## src/design/ars_pkg.sv

```systemverilog
// Purpose: constants and types of the automatic restart sequencer
// Assumes: 40 MHz system clock, 1 ms time base
// Notes: register map is one aligned 32-bit word per register
package ars_pkg;
   // ----------------------------------------
   // clock and time base
   // ----------------------------------------
   localparam int CLK_HZ = 40_000_000;
   localparam int TICK_US = 1000;
   localparam int TICK_CYCLES = CLK_HZ / 1_000_000 * TICK_US;
   localparam logic [16:0] SETTLE_MS = 17'd1000;
   localparam logic [16:0] MIN_GAP_MS = 17'd1000;
   // ----------------------------------------
   // register offsets (byte addresses)
   // ----------------------------------------
   localparam logic [4:0] OFS_CTRL = 5'h00;
   localparam logic [4:0] OFS_ATTEMPTS = 5'h04;
   localparam logic [4:0] OFS_WAIT = 5'h08;
   localparam logic [4:0] OFS_SUPERV = 5'h0c;
   localparam logic [4:0] OFS_STATUS = 5'h10;
   // ----------------------------------------
   // field positions
   // ----------------------------------------
   localparam int CTRL_FLY_BIT = 4;
   localparam int CTRL_CLR_BIT = 8;
   localparam int STAT_CNT_LSB = 8;
   localparam int STAT_FAIL_BIT = 16;
   localparam int STAT_PWR_BIT = 17;
   // ----------------------------------------
   // reset values
   // ----------------------------------------
   localparam logic [2:0] RST_MODE = 3'h0;
   localparam logic RST_FLY = 1'b0;
   localparam logic [7:0] RST_ATTEMPTS = 8'h03;
   localparam logic [15:0] RST_WAIT_MS = 16'h03e8;
   localparam logic [15:0] RST_SUPERV_MS = 16'h0000;
   // ----------------------------------------
   // restart modes
   // ----------------------------------------
   localparam logic [2:0] MODE_OFF = 3'h0;
   localparam logic [2:0] MODE_ACK_ONLY = 3'h1;
   localparam logic [2:0] MODE_LINE = 3'h4;
   localparam logic [2:0] MODE_ANY = 3'h6;

   typedef enum logic [2:0] {
      ST_IDLE, ST_ACK, ST_GUARD, ST_HOLD, ST_POWER, ST_SETTLE, ST_FAILED
   } ars_state_e;

   // synchronised fault and status pins
   typedef struct packed {
      logic fault;
      logic cause_gone;
      logic motor_line;
      logic infeed_line;
      logic infeed_in0;
      logic infeed_in1;
      logic supply24_fail;
      logic line_ok;
      logic run;
      logic mag_done;
      logic is_infeed;
   } ars_pins_s;

   typedef struct packed {
      logic [2:0] mode;
      logic fly;
      logic [7:0] attempts;
      logic [15:0] wait_ms;
      logic [15:0] superv_ms;
   } ars_cfg_s;
endpackage

```

## src/design/ars_sequencer.sv

```systemverilog
// Purpose: automatic restart sequencer for a drive or infeed
// Assumes: pins asynchronous to CLK; registers over Avalon-MM
// Notes: all timing on a 1 ms enable derived from CLK
`timescale 1ns/1ps
module ars_sequencer import ars_pkg::*; #(
   parameter int TICK_LEN = TICK_CYCLES
) (
   input wire logic CLK,
   input wire logic RST_N,
   input wire logic [4:0] AVS_ADDRESS,
   input wire logic AVS_READ,
   input wire logic AVS_WRITE,
   input wire logic [31:0] AVS_WRITEDATA,
   input wire logic [3:0] AVS_BYTEENABLE,
   output logic [31:0] AVS_READDATA,
   output logic AVS_WAITREQUEST,
   input wire logic FAULT_ACTIVE,
   input wire logic FAULT_CAUSE_GONE,
   input wire logic MOTOR_LINE_FAILURE_FAULT,
   input wire logic INFEED_LINE_FAULT,
   input wire logic [1:0] INFEED_FAULT_INPUTS,
   input wire logic SUPPLY24_FAIL,
   input wire logic LINE_OK,
   input wire logic RUN_COMMAND,
   input wire logic MAGNETIZATION_DONE_FLAG,
   input wire logic IS_INFEED,
   output logic FAULT_ACK,
   output logic POWER_UP,
   output logic RESTART_FAILED_FAULT,
   output logic FLYING_RESTART_ENABLE
);
   // ----------------------------------------
   // state
   // ----------------------------------------
   typedef struct packed {
      ars_pins_s sync1;
      ars_pins_s sync2;
      ars_cfg_s cfg;
      logic [15:0] pre;
      ars_state_e st;
      logic [7:0] cnt;
      logic [15:0] ivl;
      logic [15:0] sv;
      logic sv_on;
      logic armed;
      logic [16:0] gap;
      logic ack;
      logic pwr;
      logic failed;
      logic wreq;
      logic [31:0] rdata;
   } ars_state_s;

   localparam ars_state_s RESET_S = '{
      sync1: '0, sync2: '0,
      cfg: '{mode: RST_MODE, fly: RST_FLY, attempts: RST_ATTEMPTS,
             wait_ms: RST_WAIT_MS, superv_ms: RST_SUPERV_MS},
      pre: 16'h0000, st: ST_IDLE, cnt: RST_ATTEMPTS, ivl: 16'h0000,
      sv: 16'h0000, sv_on: 1'b0, armed: 1'b0, gap: 17'h00000,
      ack: 1'b0, pwr: 1'b0, failed: 1'b0, wreq: 1'b1, rdata: 32'h00000000
   };

   localparam logic [15:0] TICK_LAST = 16'(TICK_LEN - 1);

   ars_state_s s;
   ars_state_s n;
   ars_pins_s pin_in;
   ars_pins_s p;
   logic tick;
   logic mode_ok;
   logic trig;
   logic [16:0] gap_need;
   logic take;
   logic clr;
   logic sv_expire;

   // ----------------------------------------
   // helpers
   // ----------------------------------------
   function automatic logic [31:0] be_merge(input logic [31:0] old,
                                            input logic [31:0] wd,
                                            input logic [3:0] be);
      logic [31:0] r;
      r = old;
      for (int i = 0; i < 4; i++) begin
         if (be[i]) begin
            r[i*8 +: 8] = wd[i*8 +: 8];
         end
      end
      return r;
   endfunction

   function automatic logic [16:0] dec_ms(input logic [16:0] v);
      return (v == 17'h00000) ? v : 17'(v - 17'h00001);
   endfunction

   assign pin_in = '{fault: FAULT_ACTIVE, cause_gone: FAULT_CAUSE_GONE,
                     motor_line: MOTOR_LINE_FAILURE_FAULT, infeed_line: INFEED_LINE_FAULT,
                     infeed_in0: INFEED_FAULT_INPUTS[0], infeed_in1: INFEED_FAULT_INPUTS[1],
                     supply24_fail: SUPPLY24_FAIL, line_ok: LINE_OK, run: RUN_COMMAND,
                     mag_done: MAGNETIZATION_DONE_FLAG, is_infeed: IS_INFEED};
   assign p = s.sync2;
   assign tick = (s.pre == TICK_LAST);
   assign take = (AVS_READ || AVS_WRITE) && !s.wreq;

   // ----------------------------------------
   // trigger decode
   // ----------------------------------------
   always_comb begin
      mode_ok = 1'b0;
      trig = 1'b0;
      case (s.cfg.mode)
         MODE_ACK_ONLY: begin
            mode_ok = 1'b1;
            trig = p.fault;
         end
         MODE_LINE: begin
            mode_ok = 1'b1;
            trig = p.fault && (p.motor_line || p.infeed_in1 || p.supply24_fail
                               || (p.is_infeed && p.infeed_line));
         end
         MODE_ANY: begin
            mode_ok = 1'b1;
            trig = p.fault || p.infeed_in0;
         end
         default: begin
            mode_ok = 1'b0;
            trig = 1'b0;
         end
      endcase
      gap_need = p.run ? 17'(s.cfg.wait_ms + MIN_GAP_MS) : MIN_GAP_MS;
   end

   // ----------------------------------------
   // next state
   // ----------------------------------------
   always_comb begin
      n = s;
      n.sync1 = pin_in;
      n.sync2 = s.sync1;
      n.pre = tick ? 16'h0000 : 16'(s.pre + 16'h0001);
      n.ack = 1'b0;
      clr = 1'b0;
      sv_expire = 1'b0;

      // bus slave: one wait cycle, then the answer
      n.wreq = 1'b1;
      if ((AVS_READ || AVS_WRITE) && s.wreq) begin
         n.wreq = 1'b0;
         n.rdata = 32'h00000000;
         case (AVS_ADDRESS)
            OFS_CTRL: n.rdata = {27'h0, s.cfg.fly, 1'b0, s.cfg.mode};
            OFS_ATTEMPTS: n.rdata = {24'h0, s.cfg.attempts};
            OFS_WAIT: n.rdata = {16'h0, s.cfg.wait_ms};
            OFS_SUPERV: n.rdata = {16'h0, s.cfg.superv_ms};
            OFS_STATUS: n.rdata = {14'h0, s.pwr, s.failed, s.cnt, 5'h00, s.st};
            default: n.rdata = 32'h00000000;
         endcase
      end
      if (take && AVS_WRITE) begin
         case (AVS_ADDRESS)
            OFS_CTRL: begin
               n.cfg.mode = 3'(be_merge({29'h0, s.cfg.mode}, AVS_WRITEDATA, AVS_BYTEENABLE));
               if (AVS_BYTEENABLE[0]) begin
                  n.cfg.fly = AVS_WRITEDATA[CTRL_FLY_BIT];
               end
               clr = AVS_BYTEENABLE[1] && AVS_WRITEDATA[CTRL_CLR_BIT];
            end
            OFS_ATTEMPTS: begin
               n.cfg.attempts = 8'(be_merge({24'h0, s.cfg.attempts}, AVS_WRITEDATA, AVS_BYTEENABLE));
               n.cnt = n.cfg.attempts;
            end
            OFS_WAIT: n.cfg.wait_ms = 16'(be_merge({16'h0, s.cfg.wait_ms}, AVS_WRITEDATA, AVS_BYTEENABLE));
            OFS_SUPERV: n.cfg.superv_ms = 16'(be_merge({16'h0, s.cfg.superv_ms}, AVS_WRITEDATA, AVS_BYTEENABLE));
            default: n.cfg = s.cfg;
         endcase
      end

      if (s.sv_on && tick && (s.st == ST_ACK || s.st == ST_POWER)) begin
         n.sv = 16'(dec_ms({1'b0, s.sv}));
         sv_expire = (s.sv == 16'h0001);
      end

      case (s.st)
         ST_IDLE: begin
            n.pwr = 1'b0;
            n.armed = 1'b0;
            if (trig) begin
               n.st = ST_ACK;
               n.ivl = 16'h0000;
               n.sv = s.cfg.superv_ms;
               n.sv_on = (s.cfg.superv_ms != 16'h0000);
            end
         end
         ST_ACK: begin
            n.pwr = 1'b0;
            if (!p.fault) begin
               if (s.cfg.mode == MODE_ACK_ONLY) begin
                  n.st = ST_GUARD;
                  n.gap = 17'h00000;
               end else if (s.cnt == 8'h00) begin
                  n.st = ST_FAILED;
               end else begin
                  n.cnt = 8'(s.cnt - 8'h01);
                  n.st = ST_POWER;
               end
            end else if (tick) begin
               if (s.ivl == 16'h0000) begin
                  // retry every half wait time
                  // reload one short: the tick reaching zero is
                  // itself the acknowledge tick of the next interval
                  n.ivl = 16'(dec_ms({2'b00, s.cfg.wait_ms[15:1]}));
                  n.ack = p.cause_gone;
                  n.armed = 1'b1;
                  if (s.armed) begin
                     n.sv = s.cfg.superv_ms;
                  end
               end else begin
                  n.ivl = 16'(s.ivl - 16'h0001);
               end
            end
         end
         ST_GUARD: begin
            if (tick) begin
               n.gap = (s.gap == 17'h1ffff) ? s.gap : 17'(s.gap + 17'h00001);
            end
            // early fault: no acknowledge, no failure
            if (p.fault) begin
               n.st = (s.gap >= gap_need) ? ST_IDLE : ST_HOLD;
            end else if (s.gap >= gap_need) begin
               n.st = ST_IDLE;
            end
         end
         ST_HOLD: begin
            if (!p.fault) begin
               n.st = ST_IDLE;
            end
         end
         ST_POWER: begin
            // power up once supply is back
            n.pwr = p.line_ok;
            if (p.fault) begin
               n.st = ST_ACK;
               n.ivl = 16'h0000;
               n.armed = 1'b0;
            end else if (p.mag_done) begin
               n.st = ST_SETTLE;
               n.gap = 17'h00000;
            end
         end
         ST_SETTLE: begin
            n.pwr = 1'b1;
            if (tick) begin
               n.gap = 17'(s.gap + 17'h00001);
            end
            // further faults go back to acknowledge
            if (p.fault) begin
               n.st = ST_ACK;
               n.ivl = 16'h0000;
               n.armed = 1'b0;
            end else if (s.gap >= SETTLE_MS) begin
               n.cnt = s.cfg.attempts;
               n.sv_on = 1'b0;
               n.st = ST_IDLE;
            end
         end
         ST_FAILED: begin
            n.pwr = 1'b0;
            n.sv_on = 1'b0;
            if (clr || !mode_ok) begin
               n.st = ST_IDLE;
               n.cnt = s.cfg.attempts;
            end
         end
         default: n.st = ST_IDLE;
      endcase

      // expiry wins over any transition of this cycle except leaving an active mode
      // so power up never stands beside the failure flag
      if (sv_expire) begin
         n.st = ST_FAILED;
         n.pwr = 1'b0;
      end

      // mode 1 never flags a failed acknowledge, only supervision
      n.failed = (n.st == ST_FAILED);
      // leaving an active mode stops everything
      if (!mode_ok && s.st != ST_FAILED) begin
         n.st = ST_IDLE;
         n.pwr = 1'b0;
         n.ack = 1'b0;
         n.failed = 1'b0;
      end
   end

   // ----------------------------------------
   // registers
   // ----------------------------------------
   always_ff @(posedge CLK) begin
      if (!RST_N) begin
         s <= RESET_S;
      end else begin
         s <= n;
      end
   end

   assign AVS_READDATA = s.rdata;
   assign AVS_WAITREQUEST = s.wreq;
   assign FAULT_ACK = s.ack;
   assign POWER_UP = s.pwr;
   assign RESTART_FAILED_FAULT = s.failed;
   // flying restart enable driven out for the power section
   assign FLYING_RESTART_ENABLE = s.cfg.fly;
endmodule

```

## config.mk

```make
export PLATFORM = sky130hd
export DESIGN_NAME = ars_sequencer
export DESIGN_NICKNAME = d
export VERILOG_FILES = /design/src/design/ars_pkg.sv /design/src/design/ars_sequencer.sv
export SDC_FILE = /design/constraint.sdc
export NUM_CORES = 1
export LEC_CHECK = 0
export BUFFER_PORTS_ARGS = -buffer_cell sky130_fd_sc_hd__buf_2
export CAP_MARGIN = 20
export CORE_ASPECT_RATIO = 1.25
export CORE_MARGIN = 1
export CORE_UTILIZATION = 54
export DETAILED_ROUTE_END_ITERATION = 10
export HOLD_SLACK_MARGIN = 0.15
export PLACE_DENSITY = 0.82
export SYNTH_ARGS = -nofsm -noshare
export SYNTH_HDL_FRONTEND = slang
export SYNTH_SLANG_ARGS = --single-unit
```

## constraint.sdc

```tcl
create_clock -name CLK -period 5.51 [get_ports CLK]
set_input_delay 1.102 -clock CLK [delete_from_list [all_inputs] [get_ports CLK]]
set_output_delay 1.102 -clock CLK [all_outputs]
set_load 0.005 [all_outputs]
```

# Word-level counts from Yosys, hierarchy flattened
# Index checks and enable logic that the tools add are counted.
# W data, S select, Z words.
dict set report totals {
  reg_bits 180
  word_cells 193
  out_inout_bits 37
  inputBits 56
}
dict set report classes {
  addsub 7
  mux 59
  n_eq_ne 32
  magnitude_cmp 2
  bitwise 5
  reduce_logical 46
}
# cell count
set op_table {}
lappend op_table {{$mux W17} 8}
lappend op_table {{$mux W16} 7}
lappend op_table {{$pmux W18 S5} 1}
lappend op_table {{$pmux W17 S4} 1}
lappend op_table {{$mux W33} 2}
lappend op_table {{$mux W32} 2}
lappend op_table {{$mux W8} 6}
lappend op_table {{$pmux W16 S3} 1}
lappend op_table {{$mux W11} 3}
lappend op_table {{$logic_not A16 Y1} 2}
lappend op_table {{$pmux W16 S2} 1}
lappend op_table {{$sub A16 B1 Y16 const B} 2}
lappend op_table {{$mux W3} 9}
lappend op_table {{$pmux W8 S3} 1}
lappend op_table {{$ne A2 B2 Y1 const B} 11}
lappend op_table {{$pmux W3 S7} 1}
lappend op_table {{$eq A3 B3 Y1 const B} 6}
lappend op_table {{$add A16 B10 Y17 const B} 1}
lappend op_table {{$add A17 B1 Y17 const B} 1}
lappend op_table {{$eq A17 B17 Y1 const B} 1}
lappend op_table {{$ge A17 B10 Y1 const B} 1}
lappend op_table {{$ge A17 B17 Y1} 1}
lappend op_table {{$add A16 B1 Y16 const B} 1}
lappend op_table {{$eq A16 B1 Y1 const B} 1}
lappend op_table {{32 further kinds} 80}

# Depth between registers and ports, before layout
dict set report depth {
  word_depth 10
  mapped_depth 13
  ltp_nobuf 12
}

# Worst setup path before layout
# OpenSTA, ideal clock, no wires.
dict set report synth_path {
  path_type {input port to flip-flop}
  startpoint {input port AVS_ADDRESS[4]}
  endpoint {register s[114] (netlist bit)}
  setup_ps 128
  t_required_ps 5382
  stages 6
  setup_slack_ps 2652
  arrival_time_ps 2730
  cell_sequence {nor3_1 > and3_1 > clkbuf_1 > nand3_1 > mux2i_1 > nor2_1}
}
dict set report synth_via {
  elab_chain_len 2
}
# element line_no
set synth_rtl {}
lappend synth_rtl {{from (decl)} ars_sequencer.sv:10} ;# input wire logic [4:0] AVS_ADDRESS,
lappend synth_rtl {{$eq A5 B4 Y1} ars_sequencer.sv:161} ;# case (AVS_ADDRESS)
lappend synth_rtl {{$reduce_and A3 Y1 (no line)} n/a}
lappend synth_rtl {{to (signal assigned)} ars_sequencer.sv:303} ;# s <= n;
lappend synth_rtl {{to (decl)} ars_sequencer.sv:65} ;# ars_state_s s;
# Every way passes these cells.
# A chain may end at the register's enable or synchronous reset.

# Worst setup path after layout
dict set report layout_path {
  startpoint {register s[71] (netlist bit)}
  endpoint {register s[68] (netlist bit)}
}
dict set report layout_via {
  elab_chain_len 5
}
# element line_no
set layout_rtl {}
lappend layout_rtl {{$logic_not A16 Y1} ars_sequencer.sv:208} ;# if (s.ivl == 16'h0000) begin
lappend layout_rtl {{$mux W16} ars_sequencer.sv:208}
lappend layout_rtl {{$mux W32} ars_sequencer.sv:207} ;# end else if (tick) begin
lappend layout_rtl {{$mux W32} ars_sequencer.sv:197} ;# if (!p.fault) begin
lappend layout_rtl {{$pmux W16 S2} ars_sequencer.sv:184} ;# case (s.st)
# Every way passes these cells. The select of a mux whose other input is x is not followed.

==> results.md <==
- Total power: ~0.0026 W
- Num CTS Buffers: 17
- Max_cap viols: 0
- Number of global-route vias before repair: 7845
- Drc violations: 0
- Largest stage delay on the critical path: between 800 and 900 ps
- Hold Crit Class: reg2reg
- Worst Setup End Kind: flip-flop
- CP max stage cell: nor4bb_1
- Global-route wire length before repair: between 30 and 40 mm
- DIE AREA: 17600 sq um
- Num ports: just over 90
- Final setup viols: 0
- Area share of the largest cell type after synthesis: between 30% and 40%
- Layout net count: 1225
- Via density: 6.16
- CP required: a little under 6000 ps
- Top Family by Delay on Critical Path: simple AND/OR/NAND/NOR gates
- CP arrival: between 3000 and 4000 ps
- VDD IR max: 246 uV
- Clock period minus worst slack: roughly 3300 ps
- Leak: 3.93 nW
- Multi-input combinational cell area: around 5400 sq um
- Leading area contributor after synthesis: dfxtp_1
- Htree depth: 4
- # resized after CTS: 0
- Top post-synthesis cells by area: dfxtp_1, nor2_1, mux2i_1, ha_1, a21oi_1
- PortBufs: 60
- Post-synth cell types: 69
- # rows: 53
- Setup CP Type: reg2reg
- Routed Antenna Nets: 0
- GRT overflow: 0
- Synth cell count leaders: dfxtp_1, nor2_1, nand2_1
- Status: completed
- Pins Over Slew Limit: 0
- Final non-filler cell total: 1372
- Worst Path Max Fanout: 31
- Initial antenna violation count: 0
- Least-Margin Pin Slew: 971 ps
- 1st-iter DRT viols: 738
- RSZ-0062 raised after global routing: false
- Clock Path Buffers: 2
- CTS tree: built
- Mapped Area: 9230 sq um
- Hold Vio Cnt, Final: 0
- Synth warn: 0
- Async set or reset register ratio after synthesis: 0%
- Sequential cell area fraction in the yosys report: a little over a third
- Mean Syn Cell Area: ~8.1 sq um
- EDFF count, synth: 0
- ANT cells: 0
- Placed wire-length estimate: between 15 and 20 mm
- Worst clock skew: between 7 and 8 ps
- Chip height: ~150 um
- GRT Overall Usage: 27.6%
- Pwr/cell area: 257 nW/um^2
- Routed wire length per instance: between 15 and 20 um
- Worst-path clk slew: ~70 ps
- Fillers: 1428
- RePlAce Congestion: 0.924
- Synth-to-Final Area Change: 8.69%
- Core area: approximately 17000 sq um
- Post-Syn Instances: between 1000 and 1500
- Count leader, synth: dfxtp_1
- CTS root buf: clkbuf_16
- Worst setup SP type: flip-flop
- F_max: roughly 300 MHz
- Sum of negative setup slack: 0 ps
- Clock sinks: 166
- CP cell instances: inv_1 > ha_1 > or4b_1 > nor4bb_1 > and2_1 > buf_4 > a31oi_2 > buf_4 > o21ai_0 > a21oi_1
- Routed vias: 8446
- Register area: between 3000 and 4000 sq um
- Period utilisation layout: 60.5%
- Initial Utilization: 55.0%
- Count of state elements after synthesis: between 150 and 200
- Buffers & Inverters on Critical Path: 3
- Pre-Repair DR Iteration Count: 6
- Most used cell along the critical path: buf_4
- CTS Hold Bufs: 0
- Die Wd: ~120 um
- Rel. slew slack: 34.4%
- Top FF cell, synth: dfxtp_1
- Clock Latency Late Sink: 440 ps
- Layout cells sized above 1: 10.7%
- Detailed Route WL: around 24 mm
- Setup bufs post-CTS: 0
- Inst Count DP: between 1000 and 1500
- Pin count of the biggest net entering global routing: 65
==> power by group <==
group	switching (W)	leakage [nW]	internal [W]
Combinational	0.0000663	2.29	0.0000347
Sequential	0.00000875	1.34	0.00121
Clock	0.000552	0.299	0.000702
Total	0.000627	3.93	0.00195
==> state kept, by name (all words and copies together), names as in the netlist <==
signal	cells
POWER_UP	1
s	121
p	11
RESTART_FAILED_FAULT	1
n	11
FLYING_RESTART_ENABLE	1
FAULT_ACK	1
AVS_WAITREQUEST	1
AVS_READDATA	18
==> through the flow <==
stage | util, % | setup slack [ps] | hold WS (ps) | instance area, sq um
after CTS | 59.8 | 2230 | 437 | 10000
after global routing | 59.8 | 1880 | 457 | 10000
after detailed placement | 56.1 | 2080 | 420 | 9400
after floorplan | - | 2650 | 400 | 9280
after global placement | 56.1 | 2080 | 414 | 9400
final | 59.8 | 2170 | 434 | 10000
==> worst reg2reg max path, cell delays in order (launching register included) <==
cell and delay, ps:
dfxtp_1 350, inv_1 80, ha_1 210, or4b_1 550
nor4bb_1 870, and2_1 230, buf_4 250, a31oi_2 130
buf_4 230, o21ai_0 230, a21oi_1 70
==> routing by layer <==
layer	GRT usage [%]	vias to the layer above	routed length, um
li1	-	4031	-
met1	33.0	3948	9590
met2	46.5	378	11700
met3	5.02	89	1640
met4	15.6	0	979
met5	0	-	0
==> path summary, 6_finish.rpt <==
path                            slack, ps          endpoint          startpoint  cells past startpoint
worst max-delay path                 2170  s[68]$_SDFF_PN0_  s[71]$_SDFFE_PN0P_                     10
worst min-delay path                  430   p[4]$_SDFF_PN0_   n[162]$_SDFF_PN0_                      1
worst max register to register       2170  s[68]$_SDFF_PN0_  s[71]$_SDFFE_PN0P_                     10
worst min register to register        430   p[4]$_SDFF_PN0_   n[162]$_SDFF_PN0_                      1
==> logic make-up after synthesis <==
family	Yosys count	share of synthesized area [%]
AND/OR/NAND/NOR	472	25.8
AO/OA/AOI/OAI	237	16.1
flip-flops	166	36.0
buffers and inverters	117	6.41
XOR/XNOR	60	5.70
multiplexers	53	5.83
adder cells (fa/ha/maj)	30	4.07
other	1	0.0406
==> cells in the final DEF, fill, tap and decap left out, drive strengths merged, types with 18 or more instances in the layout <==
cell,synthesis,final
a21oi,73,73
and2,41,41
and3,20,20
buf,46,69
clkbuf,52,18
dfxtp,166,166
ha,30,30
inv,19,25
mux2i,47,47
nand2,93,93
nand3,36,36
nand4,22,22
nor2,134,134
nor3,39,39
nor4,19,19
o21ai,69,69
xnor2,33,33
xor2,27,27
==> layout make-up <==
type,count,share of cell area (%)
Timing Repair Buffer,69,3.67
Multi-Input combinational cell,866,53.5
Inverter,19,0.711
Sequential cell,166,33.1
Clock buffer,18,4.38
Clock inverter,14,1.85
Tap cell,220,2.74
Note: power is estimated with default switching activity, not from simulation.
